**src/core/modem_pkg.sv**
```systemverilog
package modem_pkg;

	// Bit timing
	localparam int          CLK_HZ       = 40_000_000;
	localparam int          BAUD         = 9600;
	localparam int          BIT_CYCLES   = CLK_HZ / BAUD;
	localparam int          CNT_W        = 16;

	// Register offsets within the four-byte window
	localparam logic [1:0]  ADDR_DATA    = 2'h0;
	localparam logic [1:0]  ADDR_STATUS  = 2'h1;
	localparam logic [1:0]  ADDR_CTRL    = 2'h2;

	// Control register fields
	localparam int          CTRL_TX_EN   = 0;
	localparam int          CTRL_RX_EN   = 1;
	localparam int          CTRL_HUNT    = 2;
	localparam logic [7:0]  CTRL_MASK    = 8'h03;
	localparam logic [7:0]  CTRL_RESET   = 8'h00;

	// Status register fields
	localparam int          STAT_TX_REQ  = 0;
	localparam int          STAT_RX_RDY  = 1;
	localparam int          STAT_BIT_LK  = 2;
	localparam int          STAT_WORD_LK = 3;

	// Synchronisation
	localparam logic [7:0]  SYNC_WORD    = 8'h7E;
	localparam logic [3:0]  LOCK_EDGES   = 4'h8;
	localparam logic [5:0]  QUIET_BITS   = 6'h20;

	typedef enum logic [1:0] {
		RX_OFF    = 2'b00,
		HUNT_BIT  = 2'b01,
		HUNT_WORD = 2'b10,
		FRAMED    = 2'b11
	} rx_sync_t;

	typedef struct packed {
		logic [7:0] ad;
		logic       ale;
		logic       cs_n;
		logic       rd_n;
		logic       wr_n;
	} bus_pins_t;

	localparam bus_pins_t   PINS_IDLE    = 12'h00F;

	typedef struct packed {
		bus_pins_t        pin_s1;
		bus_pins_t        pin_s2;
		bus_pins_t        pin_s3;
		bus_pins_t        pin_f;
		logic             rx_s1;
		logic             rx_s2;
		logic             rx_s3;
		logic             rx_f;
		logic             rx_prev;
		logic [7:0]       addr;
		logic [7:0]       ctrl;
		logic [7:0]       ad_out;
		logic             ad_oe_n;
		logic             int_n;
		logic [7:0]       tx_hold;
		logic             tx_full;
		logic [7:0]       tx_shift;
		logic [2:0]       tx_bit;
		logic [CNT_W-1:0] tx_cnt;
		logic             txd;
		rx_sync_t         rx_state;
		logic [CNT_W-1:0] rx_cnt;
		logic [3:0]       edge_cnt;
		logic [5:0]       quiet;
		logic [7:0]       rx_shift;
		logic [2:0]       rx_bit;
		logic [7:0]       rx_data;
		logic             rx_ready;
	} modem_state_t;

endpackage

```
**src/core/sync_serial_modem.sv**
```systemverilog
`timescale 1ns/1ps
module sync_serial_modem #(
	parameter int BIT_CYCLES = modem_pkg::BIT_CYCLES
) (
	input  wire logic       CLK_I,     // 40 MHz clock
	input  wire logic       RST_N_I,   // Async reset, active low
	input  wire logic [7:0] AD_I,      // Muxed address/data in
	output logic      [7:0] AD_O,      // Read data out
	output logic            AD_OE_N_O, // Low while driving AD
	input  wire logic       ALE_I,     // Address latch strobe
	input  wire logic       CS_N_I,    // Chip select
	input  wire logic       RD_N_I,    // Read strobe
	input  wire logic       WR_N_I,    // Write strobe
	output logic            INT_N_O,   // Interrupt request
	output logic            TXD_O,     // Serial transmit data
	input  wire logic       RXD_I      // Serial receive data
);

	localparam logic [modem_pkg::CNT_W-1:0] BIT_LAST = modem_pkg::CNT_W'(BIT_CYCLES - 1);
	localparam logic [modem_pkg::CNT_W-1:0] BIT_HALF = modem_pkg::CNT_W'(BIT_CYCLES / 2);

	modem_pkg::modem_state_t s;
	modem_pkg::modem_state_t next_s;
	modem_pkg::bus_pins_t    pins_in;

	logic       cs;
	logic       wr_done;
	logic       rd_done;
	logic       edge_seen;
	logic       sample;
	logic       tx_req;
	logic [7:0] rd_val;
	logic [7:0] status;

	assign pins_in = {AD_I, ALE_I, CS_N_I, RD_N_I, WR_N_I};

	always_comb
	begin
		next_s = s;
		// Three-stage pin synchronisers; filtered value moves when stages 2 and 3 agree
		next_s.pin_s1  = pins_in;
		next_s.pin_s2  = s.pin_s1;
		next_s.pin_s3  = s.pin_s2;
		next_s.pin_f   = (s.pin_f & (s.pin_s2 ^ s.pin_s3)) | (s.pin_s2 & ~(s.pin_s2 ^ s.pin_s3));
		next_s.rx_s1   = RXD_I;
		next_s.rx_s2   = s.rx_s1;
		next_s.rx_s3   = s.rx_s2;
		next_s.rx_f    = (s.rx_s2 == s.rx_s3) ? s.rx_s2 : s.rx_f;
		next_s.rx_prev = s.rx_f;

		cs      = ~s.pin_f.cs_n;
		wr_done = cs & ~s.pin_f.wr_n & next_s.pin_f.wr_n;
		rd_done = cs & ~s.pin_f.rd_n & next_s.pin_f.rd_n;

		// Address phase
		if (s.pin_f.ale)
		begin
			next_s.addr = s.pin_f.ad;
		end

		// Transmit bit clock and shifter, MSB first
		if (s.tx_cnt == BIT_LAST)
		begin
			next_s.tx_cnt = '0;
			if (s.tx_bit == 3'h7)
			begin
				next_s.tx_bit   = 3'h0;
				// Empty holding register sends sync fill to keep the stream continuous
				next_s.tx_shift = s.tx_full ? s.tx_hold : modem_pkg::SYNC_WORD;
				next_s.tx_full  = 1'b0;
			end
			else
			begin
				next_s.tx_bit   = s.tx_bit + 3'h1;
				next_s.tx_shift = {s.tx_shift[6:0], 1'b0};
			end
		end
		else
		begin
			next_s.tx_cnt = s.tx_cnt + 1'b1;
		end
		// Output moves only on bit boundaries, so enabling never cuts a bit short
		if (s.tx_cnt == BIT_LAST)
		begin
			next_s.txd = s.ctrl[modem_pkg::CTRL_TX_EN] ? next_s.tx_shift[7] : 1'b1;
		end

		// Host writes; a load in the same cycle used the old byte
		if (wr_done)
		begin
			case (s.addr[1:0])
				modem_pkg::ADDR_DATA:
				begin
					next_s.tx_hold = s.pin_f.ad;
					next_s.tx_full = 1'b1;
				end
				modem_pkg::ADDR_CTRL:
				begin
					next_s.ctrl = s.pin_f.ad & modem_pkg::CTRL_MASK;
					if (s.pin_f.ad[modem_pkg::CTRL_HUNT] && s.rx_state == modem_pkg::FRAMED)
					begin
						next_s.rx_state = modem_pkg::HUNT_WORD;
					end
				end
				default:
				begin
				end
			endcase
		end

		// Reading the received byte services the request; a new byte still wins
		if (rd_done && s.addr[1:0] == modem_pkg::ADDR_DATA)
		begin
			next_s.rx_ready = 1'b0;
		end

		// Receive bit synchroniser
		edge_seen = s.rx_f ^ s.rx_prev;
		sample    = 1'b0;
		if (!s.ctrl[modem_pkg::CTRL_RX_EN])
		begin
			next_s.rx_state = modem_pkg::RX_OFF;
			next_s.rx_cnt   = '0;
			next_s.edge_cnt = 4'h0;
			next_s.quiet    = 6'h00;
			next_s.rx_bit   = 3'h0;
		end
		else
		begin
			if (edge_seen)
			begin
				// Realign the sample point to mid-bit on every transition
				next_s.rx_cnt = '0;
				next_s.quiet  = 6'h00;
				if (s.edge_cnt != modem_pkg::LOCK_EDGES)
				begin
					next_s.edge_cnt = s.edge_cnt + 4'h1;
				end
			end
			else if (s.rx_cnt == BIT_LAST)
			begin
				next_s.rx_cnt = '0;
			end
			else
			begin
				next_s.rx_cnt = s.rx_cnt + 1'b1;
			end

			sample = ~edge_seen & (s.rx_cnt == BIT_HALF);
			if (sample)
			begin
				next_s.rx_shift = {s.rx_shift[6:0], s.rx_f};
				if (s.quiet != modem_pkg::QUIET_BITS)
				begin
					next_s.quiet = s.quiet + 6'h01;
				end
			end

			case (s.rx_state)
				modem_pkg::RX_OFF:
				begin
					next_s.rx_state = modem_pkg::HUNT_BIT;
				end
				modem_pkg::HUNT_BIT:
				begin
					if (s.edge_cnt == modem_pkg::LOCK_EDGES)
					begin
						next_s.rx_state = modem_pkg::HUNT_WORD;
					end
				end
				modem_pkg::HUNT_WORD:
				begin
					if (sample && next_s.rx_shift == modem_pkg::SYNC_WORD)
					begin
						next_s.rx_state = modem_pkg::FRAMED;
						next_s.rx_bit   = 3'h0;
					end
				end
				modem_pkg::FRAMED:
				begin
					if (sample)
					begin
						next_s.rx_bit = s.rx_bit + 3'h1;
						if (s.rx_bit == 3'h7)
						begin
							next_s.rx_data  = next_s.rx_shift;
							next_s.rx_ready = 1'b1;
						end
					end
				end
				default:
				begin
					next_s.rx_state = modem_pkg::HUNT_BIT;
				end
			endcase

			// Line gone quiet: bit lock is lost
			if (s.quiet == modem_pkg::QUIET_BITS && s.rx_state != modem_pkg::RX_OFF)
			begin
				next_s.rx_state = modem_pkg::HUNT_BIT;
				next_s.edge_cnt = 4'h0;
				next_s.quiet    = 6'h00;
			end
		end

		// Read path
		tx_req = s.ctrl[modem_pkg::CTRL_TX_EN] & ~s.tx_full;
		status = 8'h00;
		status[modem_pkg::STAT_TX_REQ]  = tx_req;
		status[modem_pkg::STAT_RX_RDY]  = s.rx_ready;
		status[modem_pkg::STAT_BIT_LK]  = s.rx_state[1];
		status[modem_pkg::STAT_WORD_LK] = (s.rx_state == modem_pkg::FRAMED);
		case (s.addr[1:0])
			modem_pkg::ADDR_DATA:   rd_val = s.rx_data;
			modem_pkg::ADDR_STATUS: rd_val = status;
			modem_pkg::ADDR_CTRL:   rd_val = s.ctrl;
			default:                rd_val = 8'h00;
		endcase
		next_s.ad_out  = rd_val;
		next_s.ad_oe_n = ~(cs & ~s.pin_f.rd_n);

		// Interrupt level from the serviced flags
		next_s.int_n = ~((next_s.ctrl[modem_pkg::CTRL_TX_EN] & ~next_s.tx_full) | next_s.rx_ready);
	end

	always_ff @(posedge CLK_I or negedge RST_N_I)
	begin
		if (!RST_N_I)
		begin
			s          <= '0;
			s.pin_s1   <= modem_pkg::PINS_IDLE;
			s.pin_s2   <= modem_pkg::PINS_IDLE;
			s.pin_s3   <= modem_pkg::PINS_IDLE;
			s.pin_f    <= modem_pkg::PINS_IDLE;
			s.rx_s1    <= 1'b1;
			s.rx_s2    <= 1'b1;
			s.rx_s3    <= 1'b1;
			s.rx_f     <= 1'b1;
			s.rx_prev  <= 1'b1;
			s.ctrl     <= modem_pkg::CTRL_RESET;
			s.ad_oe_n  <= 1'b1;
			s.int_n    <= 1'b1;
			s.tx_shift <= modem_pkg::SYNC_WORD;
			s.txd      <= 1'b1;
			s.rx_state <= modem_pkg::RX_OFF;
		end
		else
		begin
			s <= next_s;
		end
	end

	assign AD_O      = s.ad_out;
	assign AD_OE_N_O = s.ad_oe_n;
	assign INT_N_O   = s.int_n;
	assign TXD_O     = s.txd;

endmodule

```
**config.mk**
```make
export PLATFORM = sky130hd
export DESIGN_NAME = sync_serial_modem
export DESIGN_NICKNAME = d
export VERILOG_FILES = /design/src/core/modem_pkg.sv /design/src/core/sync_serial_modem.sv
export SDC_FILE = /design/constraint.sdc
export NUM_CORES = 1
export LEC_CHECK = 0
export BUFFER_PORTS_ARGS = -buffer_cell sky130_fd_sc_hd__clkbuf_2
export CAP_MARGIN = 20
export CORE_MARGIN = 3
export CORE_UTILIZATION = 45
export CTS_CLUSTER_DIAMETER = 50
export DETAILED_ROUTE_END_ITERATION = 8
export PLACE_DENSITY_LB_ADDON = 0.3
export SLEW_MARGIN = 0
export SYNTH_ARGS = -nofsm -noshare
export SYNTH_HDL_FRONTEND = slang
export SYNTH_SLANG_ARGS = --single-unit
```
**constraint.sdc**
```tcl
create_clock -name CLK_I -period 1.7 [get_ports CLK_I]
set_input_delay 0.34 -clock CLK_I [delete_from_list [all_inputs] [get_ports CLK_I]]
set_output_delay 0.34 -clock CLK_I [all_outputs]
set_load 0.01 [all_outputs]
```
==> out/metrics.csv, run 1 <==
stage,metric,value,unit
critical_path,Critical-path top delay cell,sky130_fd_sc_hd__dfrtp_1,
detailed_routing,per-cell routed wire length,14.9,um
floorplan,die width,122,um
synth,register area share after synthesis,62.7,%
critical_path,crit-path max cell delay,0.38,ns
sta,Worst Skew,0.0225,ns
critical_path,register-to-register setup slack,-0.11,ns
critical_path,type of the setup path with the least slack,register to register,
synth,leading area contributor after synthesis,sky130_fd_sc_hd__dfrtp_1,
critical_path,Critical Path Source Type,register,
sta,Worst Max-Slew Pin Slew,0.393,ns
flow_run,# Max-Cap Violations,0,
critical_path,Critical Path RT,1.99,ns
floorplan,vertical extent of the die,122,um
detailed_routing,number of antenna-violating nets in the routed design,0,
final_layout,fin area,7740,um2
synth,most frequent cell after synthesis,sky130_fd_sc_hd__dfrtp_1,
status,result of the run,finished with violations,
global_routing,vias in the first global route,4134,
synth,count of flip-flops with a built-in enable after synthesis,0,
sta,Max Clk Rate,0.551,GHz
global_routing,initial antenna violation count,0,
sta,"Slew Viols, Final",0,
detailed_routing,1st-iter DRT viols,210,
final_layout,Filler cells,1005,
sta,Final Hold Fails,0,
final_layout,sequential cell area in the final layout,3790,um2
critical_path,cell-by-cell trace of the critical path,"nor4_2, buf_4, nand4_4, buf_4, nor2_4, buf_6, mux2_2",
synth,largest cells by area after synthesis,"sky130_fd_sc_hd__dfrtp_1 (50%), sky130_fd_sc_hd__dfstp_2 (13%), sky130_fd_sc_hd__mux2_2 (5.0%), sky130_fd_sc_hd__ha_1 (2.5%), sky130_fd_sc_hd__xnor2_1 (2.3%)",
cts,clk sinks,150,
sta,final worst slack,-0.113,ns
final_layout,layout overhead on the synthesized area,28.0,%
global_routing,aggregate global-route resource usage,16.8,%
floorplan,core area,12900,um2
cts,maximum clock path buffer count,2,
critical_path,"Buf+Inv Stages, Crit Path",3,
place,count of buffers inserted at the top-level ports,25,
synth,warning count from the yosys run,0,
cts,count of H-tree levels built during CTS,4,
critical_path,largest fanout on the critical path,7,
critical_path,endpoint of the worst-slack reg-to-reg timing path,s[14],
critical_path,kind of end point of the critical path,register,
sta,unrepaired setup endpoints after global routing,yes,
synth,net count after synthesis,511,
final_layout,share of post-route cells with drive strength above 1,36.9,%
final_layout,layout net count,615,
pwr,"IR drop worst, VDD",0.000673,V
final_layout,area taken by multi-input logic gates,2270,um2
floorplan,Top Ports,26,
critical_path,Top delay family on crit path,simple AND/OR/NAND/NOR gates,
synth,number of different library cells in the post-synthesis netlist,52,
status,violations in the final reports,negative setup slack,
global_routing,first-pass GRT wire length,19600,um
pwr,Leak Pwr,3.40,nW
floorplan,overall die area,14900,um2
sta,# setup viols final,21,
sta,final total negative setup slack,-1.30,ns
critical_path,number of cells on the worst reg-to-reg path,7,
global_routing,Overflow after GRT,0,
cts,TritonCTS Buffers,17,
critical_path,worst path arrival time,2.10,ns
critical_path,beginning of the worst register-to-register path,s[39],
hold_path,launch point of the worst hold path,CS_N_I,
sta,worst slew margin relative to its limit,73.8,%
place,HPWL after DPL,7740,um
hold_path,"Endpoint, Worst Hold",next_s[142],
detailed_routing,final wirelength,11500,um
place,total placed instance area,6800,um2
place,placer congestion estimate,0.825,
cts,CTS tree,done,
synth,total of flip-flops plus latches after synthesis,150,
cts,root buffer cell,sky130_fd_sc_hd__clkbuf_16,
synth,synthesized cell area,6040,um2
synth,Syn Area/Cell,12.5,um2
sta,minimum clock period,1.81,ns
final_layout,number of diodes added for antenna fixing,0,
detailed_routing,average via count per standard cell,5.19,
synth,async set-reset flop share out of synthesis,100,%
final_layout,final core occ,60.1,%
detailed_routing,DRT Pass-1 Iters,4,
global_routing,pin count of the biggest net entering global routing,45,
floorplan,Starting Density,46.9,%
detailed_routing,drc violations,0,
synth,instance count of the mapped netlist,484,
cts,Clock Latency Late Sink,0.42,ns
synth,cell types with the highest counts after synthesis,"sky130_fd_sc_hd__dfrtp_1 (120), sky130_fd_sc_hd__nor2_1 (35), sky130_fd_sc_hd__nand2_1 (34)",
critical_path,Crit path top cell by count,sky130_fd_sc_hd__buf_4,
sta,"Period Utilization, post-route",107,%
hold_path,Hold Path Stages,1,
detailed_routing,via count of the routed design,4009,
synth,"Top FF cell, synth",sky130_fd_sc_hd__dfrtp_1,
pwr,power per cell area,1070,nW/um2
floorplan,Std-Cell Rows,41,
hold_path,type of the most critical hold path,input port to register,
pwr,post-layout power,8.30,mW
cts,CTS clock-pin slew for the worst setup and hold paths,0.06,ns
synth,fraction of post-synthesis cell area in the top cell type by area,49.7,%
[worst max-delay path by stage]
stage / from / to / cells past startpoint / slack [ns]
6_report: s[39] / s[14] / 7 / -0.11
5_1_grt: s[42] / s[46] / 5 / -0.19
4_1_cts: next_s[111] / s[3] / 5 / -0.08
3_5_place_dp: s[30] / s[11] / 6 / -0.14
3_3_place_gp: s[31] / s[11] / 6 / -0.08
2_1_floorplan: s[30] / s[1] / 5 / -0.11
[area by class of cell]
type,instances,share of cell area (%)
Tap cell,172,2.78
Clock buffer,20,6.03
Clock inverter,12,1.34
Sequential cell,150,49.0
Inverter,22,1.07
Timing Repair Buffer,104,10.4
Multi-Input combinational cell,293,29.4
[what timing repair did]
item,in CTS,in global routing
setup buffers,4,5
gates cloned,0,3
resized for setup,20,30
setup endpoints to repair,41,58
hold buffers,5,0
hold endpoints to repair,28,0
pin swaps,4,12
[report_power, final]
part	leakage (nW)	switching (mW)	internal (mW)
Sequential	1.88	0.183	3.85
Combinational	1.25	0.391	0.353
Clock	0.278	1.41	2.12
[state kept, by name (all words and copies together), names as in the netlist, named ones only]
name / flops
next_s: 27
s: 102
INT_N_O: 1
AD_OE_N_O: 1
TXD_O: 1
AD_O: 8
[logic make-up (layout without fill, tap and decap cells)]
logic type               count (synthesis)  count (layout)  synth area share, %
multiplexers                            32              32                 5.86
AO/OA/AOI/OAI                           56              57                 5.75
AND/OR/NAND/NOR                        151             151                 13.8
XOR/XNOR                                28              28                 4.06
buffers and inverters                   42             158                 3.15
adder cells (fa/ha/maj)                 25              25                 4.64
flip-flops                             150             150                 62.7
[cell usage in the layout, fill, tap and decap left out, drive strengths merged, types with 7 or more instances in the layout]
master,n
maj3,13
nand2,34
buf,75
xnor2,16
nand4,10
o21ai,19
ha,12
nor3,9
o22ai,9
dfrtp,120
inv,22
nand3,19
mux2,27
nor2,36
or4,7
xor2,12
clkbuf,44
dfstp,30
clkinv,8
a21oi,12
[routing by layer]
layer	up-vias	routed length, um	global-route usage, %
met2	62	5630	25.6
li1	1906	-	-
met3	8	426	4.36
met4	0	93	7.56
met1	2033	5390	22.8
met5	-	0	0
[stage by stage]
stage | hold WS [ns] | worst slack, ns | std cells
after floorplan | 0.0444 | -0.113 | 484
after global placement | 0.253 | -0.0829 | 724
after detailed placement | 0.262 | -0.141 | 724
after CTS | 0.00366 | -0.0823 | 765
after global routing | 0.00522 | -0.194 | 773
final | 0.0104 | -0.113 | 773
Note: power is estimated with default switching activity, not from simulation.
==> run 2, diff against run 1 <==
Settings changed: SKIP_CTS_REPAIR_TIMING from default to 1.
==> out/metrics.csv, run 2 (same netlist as run 1, synthesis figures left out) <==
stage,metric,value,unit
status,result of the run,finished with violations,
status,violations in the final reports,negative setup slack,
floorplan,Starting Density,46.9,%
pwr,"IR drop worst, VDD",0.000678,V
final_layout,"top library cells by usage in the layout, fill and taps aside","sky130_fd_sc_hd__dfrtp_1 (120), sky130_fd_sc_hd__buf_4 (61), sky130_fd_sc_hd__nor2_1 (35)",
hold_path,Hold Path Stages,1,
final_layout,number of diodes added for antenna fixing,0,
place,count of buffers inserted at the top-level ports,25,
sta,unrepaired setup endpoints after global routing,yes,
critical_path,Critical Path Source Type,register,
detailed_routing,per-cell routed wire length,15.0,um
pwr,Leak Pwr,3.39,nW
sta,# setup viols final,20,
final_layout,Biggest register,s,
critical_path,Critical Path RT,2.03,ns
pwr,net load switching power,1.98,mW
sta,"Period Utilization, post-route",105,%
final_layout,layout overhead on the synthesized area,26.9,%
critical_path,crit-path max cell delay,0.40,ns
sta,Worst Skew,0.00734,ns
floorplan,die width,122,um
cts,root buffer cell,sky130_fd_sc_hd__clkbuf_16,
final_layout,share of post-route cells with drive strength above 1,35.5,%
global_routing,vias in the first global route,4079,
global_routing,aggregate global-route resource usage,16.6,%
sta,final total negative setup slack,-0.791,ns
sta,final worst slack,-0.0785,ns
floorplan,Std-Cell Rows,41,
pwr,power per cell area,1080,nW/um2
sta,worst slew margin relative to its limit,75.4,%
detailed_routing,1st-iter DRT viols,247,
final_layout,Filler cells,1020,
sta,Max Clk Rate,0.562,GHz
critical_path,cell-by-cell trace of the critical path,"nor4_2, buf_4, nand4_4, buf_6, or4_4, a31oi_1",
final_layout,"Cell Count, Final, Fillers Out",769,
detailed_routing,average via count per standard cell,5.22,
cts,clk sinks,150,
cts,count of H-tree levels built during CTS,4,
final_layout,flip-flop count of the largest register after layout,102,
flow_run,# Max-Cap Violations,0,
cts,TritonCTS Buffers,17,
place,HPWL after DPL,7740,um
pwr,share of total power consumed by net switching,23.8,%
detailed_routing,number of antenna-violating nets in the routed design,0,
pwr,post-layout power,8.30,mW
cts,CTS tree,done,
cts,maximum clock path buffer count,2,
final_layout,most frequent standard cell in the layout excluding fill and tap cells,sky130_fd_sc_hd__dfrtp_1,
global_routing,pin count of the biggest net entering global routing,45,
pwr,internal power,6.32,mW
place,Placed Instances,724,
sta,"Slew Viols, Final",0,
critical_path,worst path arrival time,2.11,ns
floorplan,overall die area,14900,um2
critical_path,largest fanout on the critical path,6,
detailed_routing,final wirelength,11500,um
cts,CTS clock-pin slew for the worst setup and hold paths,0.06,ns
sta,minimum clock period,1.78,ns
final_layout,final core occ,59.6,%
final_layout,layout net count,611,
critical_path,number of cells on the worst reg-to-reg path,6,
critical_path,kind of end point of the critical path,register,
floorplan,vertical extent of the die,122,um
detailed_routing,via count of the routed design,4016,
global_routing,first-pass GRT wire length,19300,um
critical_path,type of the setup path with the least slack,register to register,
place,placer congestion estimate,0.825,
pwr,part of the power in combinational logic,8.9,%
global_routing,initial antenna violation count,0,
sta,Final Hold Fails,0,
hold_path,type of the most critical hold path,input port to register,
detailed_routing,DRT Pass-1 Iters,5,
pwr,share of total power in the clock network,42.5,%
critical_path,Critical-path top delay cell,sky130_fd_sc_hd__or4_4,
global_routing,Overflow after GRT,0,
pwr,sequential group share of total power,48.6,%
floorplan,Top Ports,26,
cts,Clock Latency Late Sink,0.42,ns
detailed_routing,drc violations,0,
floorplan,core area,12900,um2
sta,Worst Max-Slew Pin Slew,0.364,ns
[run 2: power by group through the flow]
stage | clock, mW | combinational (mW) | sequential (mW)
after floorplan | 0 | 0.383 | 4.02
after global placement | 0 | 0.641 | 4.08
after detailed placement | 0 | 0.673 | 4.08
after CTS | 3.61 | 0.677 | 4.02
after global routing | 3.77 | 0.813 | 4.07
final | 3.53 | 0.739 | 4.03
[run 2: stage by stage]
stage          instance area (um2)  setup WS (ns)  hold WS [ns]
2_1_floorplan                 6050         -0.113        0.0444
3_3_place_gp                  6800        -0.0829         0.253
3_5_place_dp                  6800         -0.141         0.262
4_1_cts                       7370         -0.143        -0.189
5_1_grt                       7670         -0.193       0.00522
6_report                      7670        -0.0785        0.0222
[run 2: area by class of cell]
type | instances | area [um2] | area share (%)
tap | 172 | 215 | 2.81
multi-input combinational | 293 | 2250 | 29.3
clock buffer | 20 | 467 | 6.08
sequential | 150 | 3790 | 49.4
inverter | 22 | 82.6 | 1.08
timing repair buffer | 100 | 763 | 9.95
clock inverter | 12 | 104 | 1.35
[run 2: final timing paths]
kind	startpoint	slack [ns]	end
worst min-delay path	CS_N_I	0.02	next_s[142]
worst max register to register	s[39]	-0.08	s[46]
max in group asynchronous	RST_N_I	0.66	next_s[113]
min in group asynchronous	RST_N_I	0.38	s[55]
worst max-delay path	s[39]	-0.08	s[46]
worst min register to register	next_s[148]	0.35	next_s[136]
[run 2: layer usage]
layer	wire length [um]	GRT usage, %	up-vias	part of all wire, %
li1	-	-	1897	-
met2	5520	24.9	76	48
met1	5420	22.6	2025	47
met3	404	4.41	18	3.5
met4	191	7.63	0	1.7
met5	0	0	-	0
[run 2: worst max-delay path, delay by kind of cell (launching register included)]
kind	cells	cell delay, ns
simple gates	3	0.81
flops	1	0.38
buf+inv	2	0.34
compound gates	1	0.17
==> run 3, diff against run 2 <==
Settings changed: CORE_ASPECT_RATIO from default to 0.7.
==> out/metrics.csv, run 3 (same netlist as run 1, synthesis figures left out) <==
stage,metric,value,unit
status,result of the run,finished with violations,
status,violations in the final reports,negative setup slack,
global_routing,first-pass GRT wire length,19000,um
hold_path,Hold Path Stages,1,
sta,Final Hold Fails,0,
sta,final worst slack,-0.0848,ns
detailed_routing,DRT Pass-1 Iters,4,
global_routing,Overflow after GRT,0,
cts,TritonCTS Buffers,17,
global_routing,met1 routing resource usage after global routing,24.1,%
pwr,power per cell area,1090,nW/um2
final_layout,most frequent standard cell in the layout excluding fill and tap cells,sky130_fd_sc_hd__dfrtp_1,
cts,root buffer cell,sky130_fd_sc_hd__clkbuf_16,
place,HPWL after DPL,7500,um
sta,# setup viols final,20,
critical_path,type of the setup path with the least slack,register to register,
final_layout,flip-flop count of the largest register after layout,102,
place,total placed instance area,6680,um2
critical_path,kind of end point of the critical path,register,
sta,worst slew margin relative to its limit,71.9,%
critical_path,Critical Path Source Type,register,
sta,Worst Max-Slew Pin Slew,0.418,ns
final_layout,Biggest register,s,
critical_path,largest fanout on the critical path,4,
place,placer congestion estimate,0.863,
sta,unrepaired setup endpoints after global routing,yes,
sta,"Period Utilization, post-route",105,%
critical_path,register-to-register setup slack,-0.08,ns
cts,Clock Latency Late Sink,0.42,ns
sta,minimum clock period,1.78,ns
floorplan,Starting Density,47.4,%
cts,clk sinks,150,
detailed_routing,average via count per standard cell,5.18,
place,count of buffers inserted at the top-level ports,25,
final_layout,layout overhead on the synthesized area,23.6,%
critical_path,Critical-path top delay cell,sky130_fd_sc_hd__or4_4,
pwr,Leak Pwr,3.26,nW
floorplan,overall die area,14900,um2
critical_path,Critical Path RT,2.03,ns
critical_path,number of cells on the worst reg-to-reg path,6,
flow_run,# Max-Cap Violations,0,
critical_path,beginning of the worst register-to-register path,s[39],
cts,count of H-tree levels built during CTS,4,
floorplan,Std-Cell Rows,34,
global_routing,vias in the first global route,3881,
final_layout,share of post-route cells with drive strength above 1,33.5,%
detailed_routing,drc violations,0,
floorplan,core area,12800,um2
floorplan,vertical extent of the die,103,um
final_layout,"top library cells by usage in the layout, fill and taps aside","sky130_fd_sc_hd__dfrtp_1 (120), sky130_fd_sc_hd__buf_4 (44), sky130_fd_sc_hd__nor2_1 (35)",
critical_path,cell-by-cell trace of the critical path,"nor4_2, buf_4, nand4_4, buf_6, or4_4, a31oi_1",
sta,Worst Skew,0.0148,ns
global_routing,pin count of the biggest net entering global routing,46,
global_routing,grt met3 use,4.91,%
hold_path,launch point of the worst hold path,WR_N_I,
cts,CTS clock-pin slew for the worst setup and hold paths,0.06,ns
global_routing,aggregate global-route resource usage,16.4,%
detailed_routing,final wirelength,11300,um
pwr,"IR drop worst, VDD",0.000696,V
final_layout,layout net count,593,
hold_path,type of the most critical hold path,input port to register,
detailed_routing,via count of the routed design,3837,
global_routing,GRT busiest layer,met1,
final_layout,fin area,7470,um2
detailed_routing,number of antenna-violating nets in the routed design,0,
critical_path,crit-path max cell delay,0.40,ns
floorplan,die width,145,um
cts,CTS tree,done,
global_routing,initial antenna violation count,0,
final_layout,final core occ,58.5,%
floorplan,Top Ports,26,
hold_path,"Endpoint, Worst Hold",next_s[140],
sta,"Slew Viols, Final",0,
sta,Max Clk Rate,0.560,GHz
detailed_routing,1st-iter DRT viols,275,
cts,maximum clock path buffer count,2,
detailed_routing,per-cell routed wire length,15.2,um
final_layout,number of diodes added for antenna fixing,0,
global_routing,global routing usage on met2,23.3,%
critical_path,worst path arrival time,2.11,ns
critical_path,endpoint of the worst-slack reg-to-reg timing path,s[46],
## run 3: layer usage
metal | part of all wire [%] | wire length, um
met1 | 50 | 5660
met2 | 44 | 4990
met3 | 4.6 | 518
met4 | 0.88 | 99
met5 | 0 | 0
## run 3: metrics by stage
step	total power [mW]	hold slack (ns)	setup slack [ns]	TNS, ns	cells
final	8.12	0.0111	-0.0848	-1.14	741
after global routing	8.49	0.000108	-0.173	-2.67	741
after CTS	8.17	-0.158	-0.165	-3.39	731
after detailed placement	4.76	0.287	-0.149	-2.55	699
after global placement	4.72	0.290	-0.0930	-1.81	699
after floorplan	4.41	0.0444	-0.113	-1.60	484
## run 3: layout make-up
cell class	instances	area, um2
clock buffer	19	443
clock inverter	13	101
fill	1008	5290
inverter	22	82.6
multi-input combinational	292	2210
sequential	150	3790
tap	162	203
timing repair buffer	83	637
## run 3: worst max-delay path: cells and delay by family, from the launching register on
kind | cells | cell delay [ns]
buffers and inverters | 2 | 0.35
AO/OA/AOI/OAI | 1 | 0.14
flip-flops | 1 | 0.39
AND/OR/NAND/NOR | 3 | 0.83
## run 3: worst max-delay path by stage
stage | from | to | slack (ns) | depth (start not counted)
5_1_grt | s[39] | s[46] | -0.17 | 6
3_3_place_gp | next_s[111] | s[16] | -0.09 | 6
2_1_floorplan | s[30] | s[1] | -0.11 | 5
3_5_place_dp | s[30] | s[11] | -0.15 | 6
6_report | s[39] | s[46] | -0.08 | 6
4_1_cts | s[31] | s[11] | -0.16 | 6
## run 3: report_power, final
group / total, mW / internal (mW) / switching [mW] / leakage [nW]
Combinational: 0.682 / 0.335 / 0.347 / 1.13
Sequential: 4.06 / 3.85 / 0.212 / 1.88
Clock: 3.38 / 1.92 / 1.46 / 0.256
